===== config.mk =====
export PLATFORM = sky130hd
export DESIGN_NAME = t2cc_top
export DESIGN_NICKNAME = d
export VERILOG_FILES = /design/src/t2cc_pkg.sv /design/src/t2cc_top.sv /design/src/t2cc_edge.sv
export SDC_FILE = /design/constraint.sdc
export NUM_CORES = 1
export LEC_CHECK = 0
export ABC_AREA = 0
export BUFFER_PORTS_ARGS = -buffer_cell sky130_fd_sc_hd__clkbuf_2
export CORE_ASPECT_RATIO = 1.2
export CORE_MARGIN = 2
export CORE_UTILIZATION = 66
export CTS_CLUSTER_DIAMETER = 120
export CTS_CLUSTER_SIZE = 20
export DETAILED_ROUTE_END_ITERATION = 16
export PLACE_DENSITY = 0.85
export RECOVER_POWER = 100
export SLEW_MARGIN = 30
export SYNTH_ARGS = -nofsm -noshare
export SYNTH_HDL_FRONTEND = slang
export SYNTH_SLANG_ARGS = --single-unit

===== constraint.sdc =====
create_clock -name i_clock -period 9.3 [get_ports i_clock]
set_input_delay 1.395 -clock i_clock [delete_from_list [all_inputs] [get_ports i_clock]]
set_output_delay 1.395 -clock i_clock [all_outputs]
set_load 0.005 [all_outputs]

===== src/t2cc_pkg.sv =====
/*
  Constants for the timer 2 capture/compare register block.
  Assumes an 8-bit register address space and 8-bit registers.
*/
`default_nettype none
package t2cc_pkg;
  localparam int T2CC_AW = 8;
  localparam int T2CC_DW = 8;
  localparam int T2CC_CW = 16;
  localparam int T2CC_NCH = 3;
  // ----------------------------------------------------------------
  // Register offsets
  // ----------------------------------------------------------------
  localparam logic [7:0] T2CC_ADDR_CONTROL = 8'hc8;
  localparam logic [7:0] T2CC_ADDR_CAP_EN_FLAGS = 8'h92;
  localparam logic [7:0] T2CC_ADDR_EDGE_SEL = 8'h93;
  localparam logic [7:0] T2CC_ADDR_RCMP_LOW = 8'hca;
  localparam logic [7:0] T2CC_ADDR_RCMP_HIGH = 8'hcb;
  localparam logic [7:0] T2CC_ADDR_CNT_LOW = 8'hcc;
  localparam logic [7:0] T2CC_ADDR_CNT_HIGH = 8'hcd;
  localparam logic [7:0] T2CC_ADDR_CAP0_LOW = 8'he4;
  localparam logic [7:0] T2CC_ADDR_CAP0_HIGH = 8'he5;
  localparam logic [7:0] T2CC_ADDR_CAP1_LOW = 8'he6;
  localparam logic [7:0] T2CC_ADDR_CAP1_HIGH = 8'he7;
  localparam logic [7:0] T2CC_ADDR_CAP2_LOW = 8'hed;
  localparam logic [7:0] T2CC_ADDR_CAP2_HIGH = 8'hee;
  // ----------------------------------------------------------------
  // Field positions
  // ----------------------------------------------------------------
  localparam int T2CC_BIT_OVF_FLAG = 7;
  localparam int T2CC_BIT_RUN = 2;
  localparam int T2CC_BIT_MODE = 0;
  localparam int T2CC_BIT_CAP_EN0 = 4;
  localparam int T2CC_BIT_CAP_FLAG0 = 0;
  localparam int T2CC_EDGE_SEL_W = 2;
  // ----------------------------------------------------------------
  // Reset values and codes
  // ----------------------------------------------------------------
  localparam logic [7:0] T2CC_RESET_BYTE = 8'h00;
  localparam logic [15:0] T2CC_CNT_MAX = 16'hffff;
  localparam logic [15:0] T2CC_CNT_ONE = 16'h0001;
  localparam logic T2CC_MODE_RELOAD = 1'b0;
  localparam logic T2CC_MODE_COMPARE = 1'b1;
  localparam logic [1:0] T2CC_EDGE_FALL = 2'h0;
  localparam logic [1:0] T2CC_EDGE_RISE = 2'h1;
  localparam logic [1:0] T2CC_EDGE_BOTH = 2'h2;
endpackage
`default_nettype wire


===== src/t2cc_top.sv =====
/*
  Timer 2 counter, reload/compare and three input capture channels.
  Assumes a plain register port and capture pins asynchronous to clock.
*/
// The implementer's own choice: strobed register access.
// Operation
// [RULE1] Compare mode compares counter with reload bytes
// [RULE2] Reload mode loads reload bytes on overflow
// [RULE3] Counter is 16 bits, low and high bytes
// [RULE4] Counter bytes accessed separately, no latching
// [RULE5] Software halts counter before counter access
// [RULE6] Per-channel capture enable bits 6, 5, 4
// [RULE7] Edge sets capture flag; software clears it
// [RULE8] Edge select: fall, rise, either; 11 reserved
// [RULE9] Capture copies counter into result bytes
// [RULE10] Compare match sets overflow/match flag
// [RULE11] Mode bit: 0 reload, 1 compare
// [RULE12] Counter byte writes and reads act immediately
// [RULE13] Flags writable; hardware set beats clear
`timescale 1ns/100ps
`default_nettype none
module t2cc_top
  import t2cc_pkg::*;
#(
  parameter int NCH = T2CC_NCH
) (
  input wire logic i_clock,
  input wire logic i_resetn,
  input wire logic [T2CC_AW-1:0] i_addr,
  input wire logic [T2CC_DW-1:0] i_wdata,
  input wire logic i_wr,
  input wire logic i_rd,
  output logic [T2CC_DW-1:0] o_rdata,
  input wire logic [NCH-1:0] i_capture_pin,
  output logic [NCH-1:0] o_capture_event,
  output logic o_overflow_match_flag,
  output logic o_run_control_bit,
  output logic o_compare_reload_mode_select
);
  // ----------------------------------------------------------------
  // Reset release
  // ----------------------------------------------------------------
  logic rst_meta_n;
  logic rst_n;
  always_ff @(posedge i_clock or negedge i_resetn) begin
    if (!i_resetn) begin
      rst_meta_n <= 1'b0;
      rst_n <= 1'b0;
    end else begin
      rst_meta_n <= 1'b1;
      rst_n <= rst_meta_n;
    end
  end

  // ----------------------------------------------------------------
  // Capture edge detection
  // ----------------------------------------------------------------
  logic [NCH-1:0] rise;
  logic [NCH-1:0] fall;
  logic [NCH-1:0] edge_hit;
  logic [NCH-1:0] capture_enable;
  logic [NCH-1:0] capture_flag;
  logic [T2CC_DW-1:0] edge_select;
  genvar g;
  generate
    for (g = 0; g < NCH; g++) begin : g_ch
      logic [1:0] sel;
      t2cc_edge u_edge (
        .i_clock(i_clock),
        .i_resetn(rst_n),
        .i_pin(i_capture_pin[g]),
        .o_rise(rise[g]),
        .o_fall(fall[g])
      );
      assign sel = edge_select[g*T2CC_EDGE_SEL_W +: T2CC_EDGE_SEL_W];
      // Selected edge of an enabled channel [RULE8] [RULE6]
      assign edge_hit[g] = capture_enable[g] &
        (((sel == T2CC_EDGE_FALL) & fall[g]) |
         ((sel == T2CC_EDGE_RISE) & rise[g]) |
         ((sel == T2CC_EDGE_BOTH) & (rise[g] | fall[g])));
    end
  endgenerate

  // ----------------------------------------------------------------
  // Register state
  // ----------------------------------------------------------------
  logic run;
  logic mode;
  logic ovf_flag;
  logic [T2CC_CW-1:0] rcmp;
  logic [T2CC_CW-1:0] cnt;
  logic [T2CC_CW-1:0] cap [NCH];
  logic [T2CC_DW-1:0] rdata;
  logic next_run;
  logic next_mode;
  logic next_ovf_flag;
  logic [NCH-1:0] next_capture_enable;
  logic [NCH-1:0] next_capture_flag;
  logic [T2CC_DW-1:0] next_edge_select;
  logic [T2CC_CW-1:0] next_rcmp;
  logic [T2CC_CW-1:0] next_cnt;
  logic [T2CC_CW-1:0] next_cap [NCH];
  logic [T2CC_DW-1:0] next_rdata;
  logic wr_ctrl;
  logic wr_cap;
  logic match;
  logic overflow;

  always_comb begin
    wr_ctrl = i_wr & (i_addr == T2CC_ADDR_CONTROL);
    wr_cap = i_wr & (i_addr == T2CC_ADDR_CAP_EN_FLAGS);
    match = run & (mode == T2CC_MODE_COMPARE) & (cnt == rcmp); // [RULE1]
    overflow = run & (cnt == T2CC_CNT_MAX);
    next_run = run;
    next_mode = mode;
    next_ovf_flag = ovf_flag;
    next_capture_enable = capture_enable;
    next_capture_flag = capture_flag;
    next_edge_select = edge_select;
    next_rcmp = rcmp;
    next_cnt = cnt;
    next_cap = cap;
    next_rdata = T2CC_RESET_BYTE;
    // Counting and reload
    if (run) begin
      if ((mode == T2CC_MODE_RELOAD) && overflow) begin
        next_cnt = rcmp; // [RULE2] [RULE11]
      end else begin
        next_cnt = cnt + T2CC_CNT_ONE;
      end
    end
    // Software writes
    if (wr_ctrl) begin
      next_run = i_wdata[T2CC_BIT_RUN];
      next_mode = i_wdata[T2CC_BIT_MODE];
      next_ovf_flag = i_wdata[T2CC_BIT_OVF_FLAG];
    end
    if (wr_cap) begin
      next_capture_enable = i_wdata[T2CC_BIT_CAP_EN0 +: NCH];
      next_capture_flag = i_wdata[T2CC_BIT_CAP_FLAG0 +: NCH]; // [RULE13]
    end
    if (i_wr && (i_addr == T2CC_ADDR_EDGE_SEL)) begin
      next_edge_select = {2'h0, i_wdata[5:0]};
    end
    if (i_wr && (i_addr == T2CC_ADDR_RCMP_LOW)) begin
      next_rcmp[7:0] = i_wdata;
    end
    if (i_wr && (i_addr == T2CC_ADDR_RCMP_HIGH)) begin
      next_rcmp[15:8] = i_wdata;
    end
    if (i_wr && (i_addr == T2CC_ADDR_CNT_LOW)) begin
      next_cnt[7:0] = i_wdata; // [RULE4] [RULE12] [RULE5]
    end
    if (i_wr && (i_addr == T2CC_ADDR_CNT_HIGH)) begin
      next_cnt[15:8] = i_wdata; // [RULE3] [RULE4] [RULE12]
    end
    // Hardware sets win over software clears
    if (match || ((mode == T2CC_MODE_RELOAD) && overflow)) begin
      next_ovf_flag = 1'b1; // [RULE10]
    end
    for (int i = 0; i < NCH; i++) begin
      if (edge_hit[i]) begin
        next_capture_flag[i] = 1'b1; // [RULE7]
        next_cap[i] = cnt; // [RULE9]
      end
    end
    // Read path
    if (i_rd) begin
      case (i_addr)
        T2CC_ADDR_CONTROL: begin
          next_rdata[T2CC_BIT_OVF_FLAG] = ovf_flag;
          next_rdata[T2CC_BIT_RUN] = run;
          next_rdata[T2CC_BIT_MODE] = mode;
        end
        T2CC_ADDR_CAP_EN_FLAGS: begin
          next_rdata[T2CC_BIT_CAP_EN0 +: NCH] = capture_enable;
          next_rdata[T2CC_BIT_CAP_FLAG0 +: NCH] = capture_flag;
        end
        T2CC_ADDR_EDGE_SEL: next_rdata = edge_select;
        T2CC_ADDR_RCMP_LOW: next_rdata = rcmp[7:0];
        T2CC_ADDR_RCMP_HIGH: next_rdata = rcmp[15:8];
        T2CC_ADDR_CNT_LOW: next_rdata = cnt[7:0]; // [RULE12]
        T2CC_ADDR_CNT_HIGH: next_rdata = cnt[15:8]; // [RULE3]
        T2CC_ADDR_CAP0_LOW: next_rdata = cap[0][7:0];
        T2CC_ADDR_CAP0_HIGH: next_rdata = cap[0][15:8];
        T2CC_ADDR_CAP1_LOW: next_rdata = cap[1][7:0];
        T2CC_ADDR_CAP1_HIGH: next_rdata = cap[1][15:8];
        T2CC_ADDR_CAP2_LOW: next_rdata = cap[2][7:0];
        T2CC_ADDR_CAP2_HIGH: next_rdata = cap[2][15:8];
        default: next_rdata = T2CC_RESET_BYTE;
      endcase
    end
  end

  always_ff @(posedge i_clock or negedge rst_n) begin
    if (!rst_n) begin
      run <= 1'b0;
      mode <= T2CC_MODE_RELOAD;
      ovf_flag <= 1'b0;
      capture_enable <= '0;
      capture_flag <= '0;
      edge_select <= T2CC_RESET_BYTE;
      rcmp <= '0;
      cnt <= '0;
      for (int i = 0; i < NCH; i++) begin
        cap[i] <= '0;
      end
      rdata <= T2CC_RESET_BYTE;
    end else begin
      run <= next_run;
      mode <= next_mode;
      ovf_flag <= next_ovf_flag;
      capture_enable <= next_capture_enable;
      capture_flag <= next_capture_flag;
      edge_select <= next_edge_select;
      rcmp <= next_rcmp;
      cnt <= next_cnt;
      cap <= next_cap;
      rdata <= next_rdata;
    end
  end

  always_comb begin
    o_rdata = rdata;
    o_capture_event = edge_hit;
    o_overflow_match_flag = ovf_flag;
    o_run_control_bit = run;
    o_compare_reload_mode_select = mode;
  end
endmodule
`default_nettype wire


===== src/t2cc_edge.sv =====
/*
  Pin synchroniser and edge detector for one capture input.
  Assumes i_pin is asynchronous to i_clock.
*/
`timescale 1ns/100ps
`default_nettype none
module t2cc_edge (
  input wire logic i_clock,
  input wire logic i_resetn,
  input wire logic i_pin,
  output logic o_rise,
  output logic o_fall
);
  logic sync1;
  logic sync2;
  logic sync3;
  // ----------------------------------------------------------------
  // Three-stage synchroniser
  // ----------------------------------------------------------------
  always_ff @(posedge i_clock or negedge i_resetn) begin
    if (!i_resetn) begin
      sync1 <= 1'b0;
      sync2 <= 1'b0;
      sync3 <= 1'b0;
    end else begin
      sync1 <= i_pin;
      sync2 <= sync1;
      sync3 <= sync2;
    end
  end
  always_comb begin
    o_rise = sync2 & ~sync3;
    o_fall = ~sync2 & sync3;
  end
endmodule
`default_nettype wire


==> impl_results.md, run 1 <==
- Commonest cells after routing, fill and taps aside: 114 x dfrtp_1, 67 x mux2_2, 44 x nand2_1
- Slew Limit Fails: 174
- Hpwl dp: 11700 um
- Post-route setup slack: 3.97 ns
- Vias: 5062
- Synth Area in XOR/XNOR: 2.93%
- # fillers: 679
- Fin Setup TNS: 0 ns
- Synth Area in Adders: 1.39%
- Max Freq: 188 MHz
- WS Path Type: flop to output pin
- Setup WS pre-CTS: 5.41 ns
- Max-cap viol count: 4
- Data required time of the worst path: 7.91 ns
- CP top delay family: compound AO/OA/AOI/OAI gates
- Num CTS Buffers: 17
- Num Clock Sinks: 114
- Synth cell types: 74
- Compound-Gate Fraction of Synth Area: 12.7%
- Simple-Gate Fraction of Synth Area: 15.2%
- Crit share post-route: 57.3%
- Synth async-reset ratio: 100%
- Vias in the first global route: 5075
- Core box area: 9420 um^2
- N_diodes: 0
- CTS tree: built
- Initial core utilization: 66.8%
- RSZ-0062 raised after global routing: no
- DRC viols: 0
- Synth Cell Area: 6290 um^2
- Syn Inst Count: 574
- Most Used Layer, Global Route: met2
- Static leakage: 3.10 nW
- Layout cells sized above 1: 23.9%
- GRT Residual Overflow: 0
- Worst Path Max Fanout: 22
- First-pass GRT wire length: 28400 um
- Die Width: 93.1 um
- Commonest non-fill, non-tap cell in the layout: dfrtp_1
- Die Height: 111 um
- Initial antenna violation count: 0
- Final setup fails: 0
- Hold-fix buffers, CTS: 0
- Met3 usage: 8.57%
- Die area: 10300 um^2
- Routed Antenna Nets: 0
- Largest net degree at the start of global routing: 69
- Mux contribution to synthesized area: 16.8%
- Synth Flop Type: dfrtp_1
- Mean routed wirelength per cell: 24.5 um
- Routed vias/inst: 6.98
- Crit-path slowest cell: o21ai_0
- CTS clk-pin slew, worst paths: 0.06 ns
- Routed WL: 17800 um
- Post-synth EDFFs: 0
- Largest buffer count on any clock path: 2
- TritonRoute pass-1 iters: 6
- Yosys warning total: 0
- Combinational family with the most area after synthesis: multiplexers
- Critical Path Start Type: flop
- Crit path top cell by count: inv_1
- Root Buffer: clkbuf_16
- Clock skew: 0.00509 ns
- # rows: 39
- Status: finished with violations
- Post-CTS Setup Bufs: 0
- Failing checks: max-capacitance violations, max-slew violations
- Mean Syn Cell Area: 11.0 um^2
- Hold slack: 0.346 ns
- WP data arrival: 3.94 ns
- Hold crit path type: flop to flop
- Gpl congestion: 0.995
- I/O Buffers: 36
- Post-CTS sizing: 0
- Layout area overhead: 9.71%
- Final Cell Area: 6900 um^2
- Final nets: 619
- GRT Overall Usage: 36.6%
- Met1 Track Usage GR: 48.0%
- I/O pin total: 37
- CP Buf/Inv Count: 3
- Clock Latency Late Sink: 0.42 ns
- # H-tree levels: 4
- Worst slew margin: -135%
- Syn Nets: 604
- Synth Register Bits: 114
- VDD IR max: 0.165 mV
- CP Cell Sequence: inv_1 -> ha_1 -> mux2i_1 -> nor2_1 -> o21ai_0 -> inv_1 -> clkbuf_2
- CP endpoint kind: output pin
- Starting DRT DRC Count: 826
- Met2 usage: 58.9%
- Pwr Density: 237 nW/um^2
- Final Hold Fails: 0
- Seq/Total Area, Yosys: 45.4%
- Final Critical Period: 5.33 ns
- Dpl cell area: 6390 um^2
- Slowest cell delay on critical path: 2.40 ns
- Slew @ Worst Pin: 3.53 ns
[cell type report]
type | count | area (um^2) | share of cell area [%]
tap | 123 | 154 | 2.23
clock inverter | 15 | 206 | 2.99
clock buffer | 17 | 425 | 6.17
sequential | 114 | 2850 | 41.4
inverter | 17 | 63.8 | 0.925
timing repair buffer | 40 | 190 | 2.76
multi-input combinational | 399 | 3010 | 43.6
[cell families (layout without fill, tap and decap cells)]
family	Yosys count	count (layout)
and+or+nand+nor	153	153
AOI/OAI and AO/OA	121	121
DFF	114	114
muxes	96	96
buffers and inverters	61	89
xor gates and xnor gates	21	21
adders and majority gates	7	7
other	1	1
[routing by layer]
metal	wire length, um	share of wire, %
met3	1650	9.3
met4	646	3.6
met2	8770	49
met5	0	0
met1	6730	38
[sequential cells by signal (all words and copies together), names as in the netlist]
signal / flops
edge_select: 6
g_ch.u_edge.sync3: 3
o_rdata: 8
capture_flag: 3
rcmp: 16
o_overflow_match_flag: 1
o_run_control_bit: 1
cnt: 16
g_ch.u_edge.sync2: 3
o_compare_reload_mode_select: 1
capture_enable: 3
g_ch.u_edge.sync1: 3
rst_n: 1
cap: 48
rst_meta_n: 1
[path summary, 6_finish.rpt]
check,startpoint,end,slack [ns],depth (start not counted)
min reg2reg,g_ch[1].u_edge.sync1,g_ch[1].u_edge.sync2,0.35,0
max in group asynchronous,rst_n,cap[8],4.36,1
min in group asynchronous,i_resetn,rst_meta_n,0.75,1
max,g_ch[0].u_edge.sync3,o_capture_event[0],3.97,7
max reg2reg,rst_n,cap[8],4.36,1
min,g_ch[1].u_edge.sync1,g_ch[1].u_edge.sync2,0.35,0
[synthesized netlist by cell type, drive strengths merged, types with 3 or more instances]
cell	n	area [um^2]
ha	7	87.6
a311oi	3	26.3
nor2b	5	31.3
clkbuf	10	42.5
nor3b	7	63.8
xnor2	13	114
o211ai	3	22.5
nor3	9	77.6
nor2	20	82.6
nand4	11	105
a22oi	4	30.0
a211oi	6	45.0
mux2i	28	280
o31ai	4	30.0
a31oi	19	119
a32oi	3	26.3
o21ai	33	169
a41oi	5	43.8
a22o	3	26.3
a21oi	19	95.1
dfrtp	114	2850
nand2	45	171
inv	16	60.1
nand3	26	160
xor2	8	70.1
a21o	4	30.0
and4	6	57.6
and3	11	68.8
mux2	67	754
buf	34	240
[report_power, final]
group	switching, mW	internal (mW)
clock network	0.250	0.451
logic	0.128	0.115
registers	0.118	0.574
total	0.495	1.14
[per-stage QoR]
stage,power (mW),util [%],instances
after global routing,1.69,73.2,725
after detailed placement,0.926,67.9,693
after CTS,1.63,74.6,725
after floorplan,0.851,-,574
after global placement,0.912,67.8,693
final,1.63,73.2,725
(Power assumes the default switching activity.)
==> run 2, diff against run 1 <==
--- a/config.mk
+++ b/config.mk
@@ -9,11 +9,11 @@
 export BUFFER_PORTS_ARGS = -buffer_cell sky130_fd_sc_hd__clkbuf_2
 export CORE_ASPECT_RATIO = 1.2
 export CORE_MARGIN = 2
-export CORE_UTILIZATION = 66
+export CORE_UTILIZATION = 61
 export CTS_CLUSTER_DIAMETER = 120
 export CTS_CLUSTER_SIZE = 20
 export DETAILED_ROUTE_END_ITERATION = 16
-export PLACE_DENSITY = 0.85
+export PLACE_DENSITY = 0.8
 export RECOVER_POWER = 100
 export SLEW_MARGIN = 30
 export SYNTH_ARGS = -nofsm -noshare
==> constraint.sdc (replaced) <==
create_clock -name i_clock -period 5.05 [get_ports i_clock]
set_input_delay 0.7575 -clock i_clock [delete_from_list [all_inputs] [get_ports i_clock]]
set_output_delay 0.7575 -clock i_clock [all_outputs]
set_load 0.005 [all_outputs]
==> run 2 against run 1 <==
  * The flow still finishes with violations (max-capacitance violations, max-slew violations)
  * Final cell count rose by 0.41%
  * Sequential share of layout area about the same
  * Critical path depth fell by 1
  * Register-to-register slack got worse by 2.2 ns
  * Die area up 7.9%
==> impl_results.md, run 2 (synthesis results as in run 1) <==
- Register bank with the most flops: cap
- Die area: 11100 um^2
- Hold crit path type: primary input to async pin
- Inst Count DP: 696
- RSZ-0062 raised after global routing: no
- Worst setup path start: i_addr[0]
- Slew Limit Fails: 102
- N_diodes: 0
- Crit Reg-Reg Startpoint: rst_n
- Met1 Track Usage GR: 42.8%
- Most Used Layer, Global Route: met2
- Starting DRT DRC Count: 691
- Multi-input gate area: 3040 um^2
- Reg area: 2850 um^2
- Clock Latency Late Sink: 0.41 ns
- I/O Buffers: 36
- Mean routed wirelength per cell: 24.4 um
- GRT Overall Usage: 33.0%
- CTS clk-pin slew, worst paths: 0.06 ns
- Die Width: 96.7 um
- Commonest non-fill, non-tap cell in the layout: dfrtp_1
- Worst Path Max Fanout: 35
- DRC viols: 0
- FF-to-FF setup slack: 2.16 ns
- Final Hold Fails: 0
- Largest registers: cap (48), cnt (16), rcmp (16)
- Clock skew: 0.0107 ns
- Vias in the first global route: 5050
- Routed vias/inst: 6.84
- Worst r2r path cells: 1
- Max-cap viol count: 2
- GRT Residual Overflow: 0
- WP data arrival: 3.99 ns
- Static leakage: 3.08 nW
- Final nets: 619
- Initial antenna violation count: 0
- # fillers: 722
- Reg2reg end: cap[16]
- VDD IR max: 0.276 mV
- Slew @ Worst Pin: 2.73 ns
- Routed Antenna Nets: 0
- Data required time of the worst path: 5.37 ns
- Hold-fix buffers, CTS: 0
- First-pass GRT wire length: 28200 um
- Met2 usage: 53.3%
- Finished Layout Cells: 728
- Commonest cells after routing, fill and taps aside: 114 x dfrtp_1, 67 x mux2_2, 44 x nand2_1
- Critical Path Start Type: primary input
- Met3 usage: 7.90%
- Fin Setup TNS: 0 ns
- Core box area: 10000 um^2
- Max reg flops: 48
- WS Path Type: primary input to flop
- Layout area overhead: 9.63%
- CTS tree: built
- # H-tree levels: 4
- Routed WL: 17800 um
- Gpl congestion: 0.970
- Max Freq: 272 MHz
- Root Buffer: clkbuf_16
- Num Clock Sinks: 114
- Num CTS Buffers: 17
- Final Critical Period: 3.67 ns
- Failing checks: max-capacitance violations, max-slew violations
- Vias: 4980
- Post-CTS Setup Bufs: 0
- Initial core utilization: 62.8%
- CP endpoint kind: flop
- Largest buffer count on any clock path: 2
- Layout cells sized above 1: 23.9%
- Worst slew margin: -81.9%
- TritonRoute pass-1 iters: 5
- Post-CTS sizing: 0
- Largest net degree at the start of global routing: 66
- Final setup fails: 0
- Hpwl dp: 12100 um
- Crit share post-route: 72.7%
- Pwr Density: 420 nW/um^2
- Die Height: 115 um
- # rows: 40
- I/O pin total: 37
- Tot Pwr: 2.90 mW
- Status: finished with violations
[run 2: cell types whose count changed in the layout (fill, tap and decap cells not counted), sizes merged]
cell,before,now
buf,1,2
inv,20,17
bufinv,4,2
clkbuf,56,58
clkinv,3,6
clkinvlp,5,4
[run 2: stage by stage]
stage	hold slack (ns)	util, %	cell area, um^2	setup WS, ns
6_report	0.119	68.9	6890	1.38
5_1_grt	0.122	68.9	6890	1.21
4_1_cts	0.115	69.8	6990	2.21
3_5_place_dp	0.335	64.0	6400	2.02
3_3_place_gp	0.333	63.8	6390	2.13
2_1_floorplan	0.331	-	6290	1.64
[run 2: worst max-delay path by stage]
stage          slack, ns            endpoint
3_3_place_gp        2.13          o_rdata[6]
4_1_cts             2.21  o_capture_event[0]
6_report            1.38          o_rdata[1]
5_1_grt             1.21          o_rdata[1]
3_5_place_dp        2.02          o_rdata[1]
2_1_floorplan       1.64              cap[0]
[run 2: cell type report]
cell class | instances | share of cell area, %
multi-input combinational | 399 | 44.1
sequential | 114 | 41.4
clock buffer | 20 | 6.63
timing repair buffer | 40 | 2.72
tap | 126 | 2.29
clock inverter | 12 | 1.91
inverter | 17 | 0.926
[run 2: metal layers]
| metal | vias up | routed length, um |
|---|---|---|
| met1 | 2452 | 6840 |
| met5 | - | 0 |
| met3 | 74 | 1660 |
| met4 | 0 | 781 |
| met2 | 307 | 8490 |
| li1 | 2147 | - |
[run 2: critical path: stages]
cell and delay [ns]:
clkbuf_1 1.47, inv_1 0.53, a211o_1 0.40, a21oi_1 0.24, o21ai_0 0.31, a41oi_1 0.28
[run 2: power breakdown]
part / switching [mW] / internal, mW
clock: 0.433 / 0.751
combinational: 0.221 / 0.211
sequential: 0.222 / 1.06
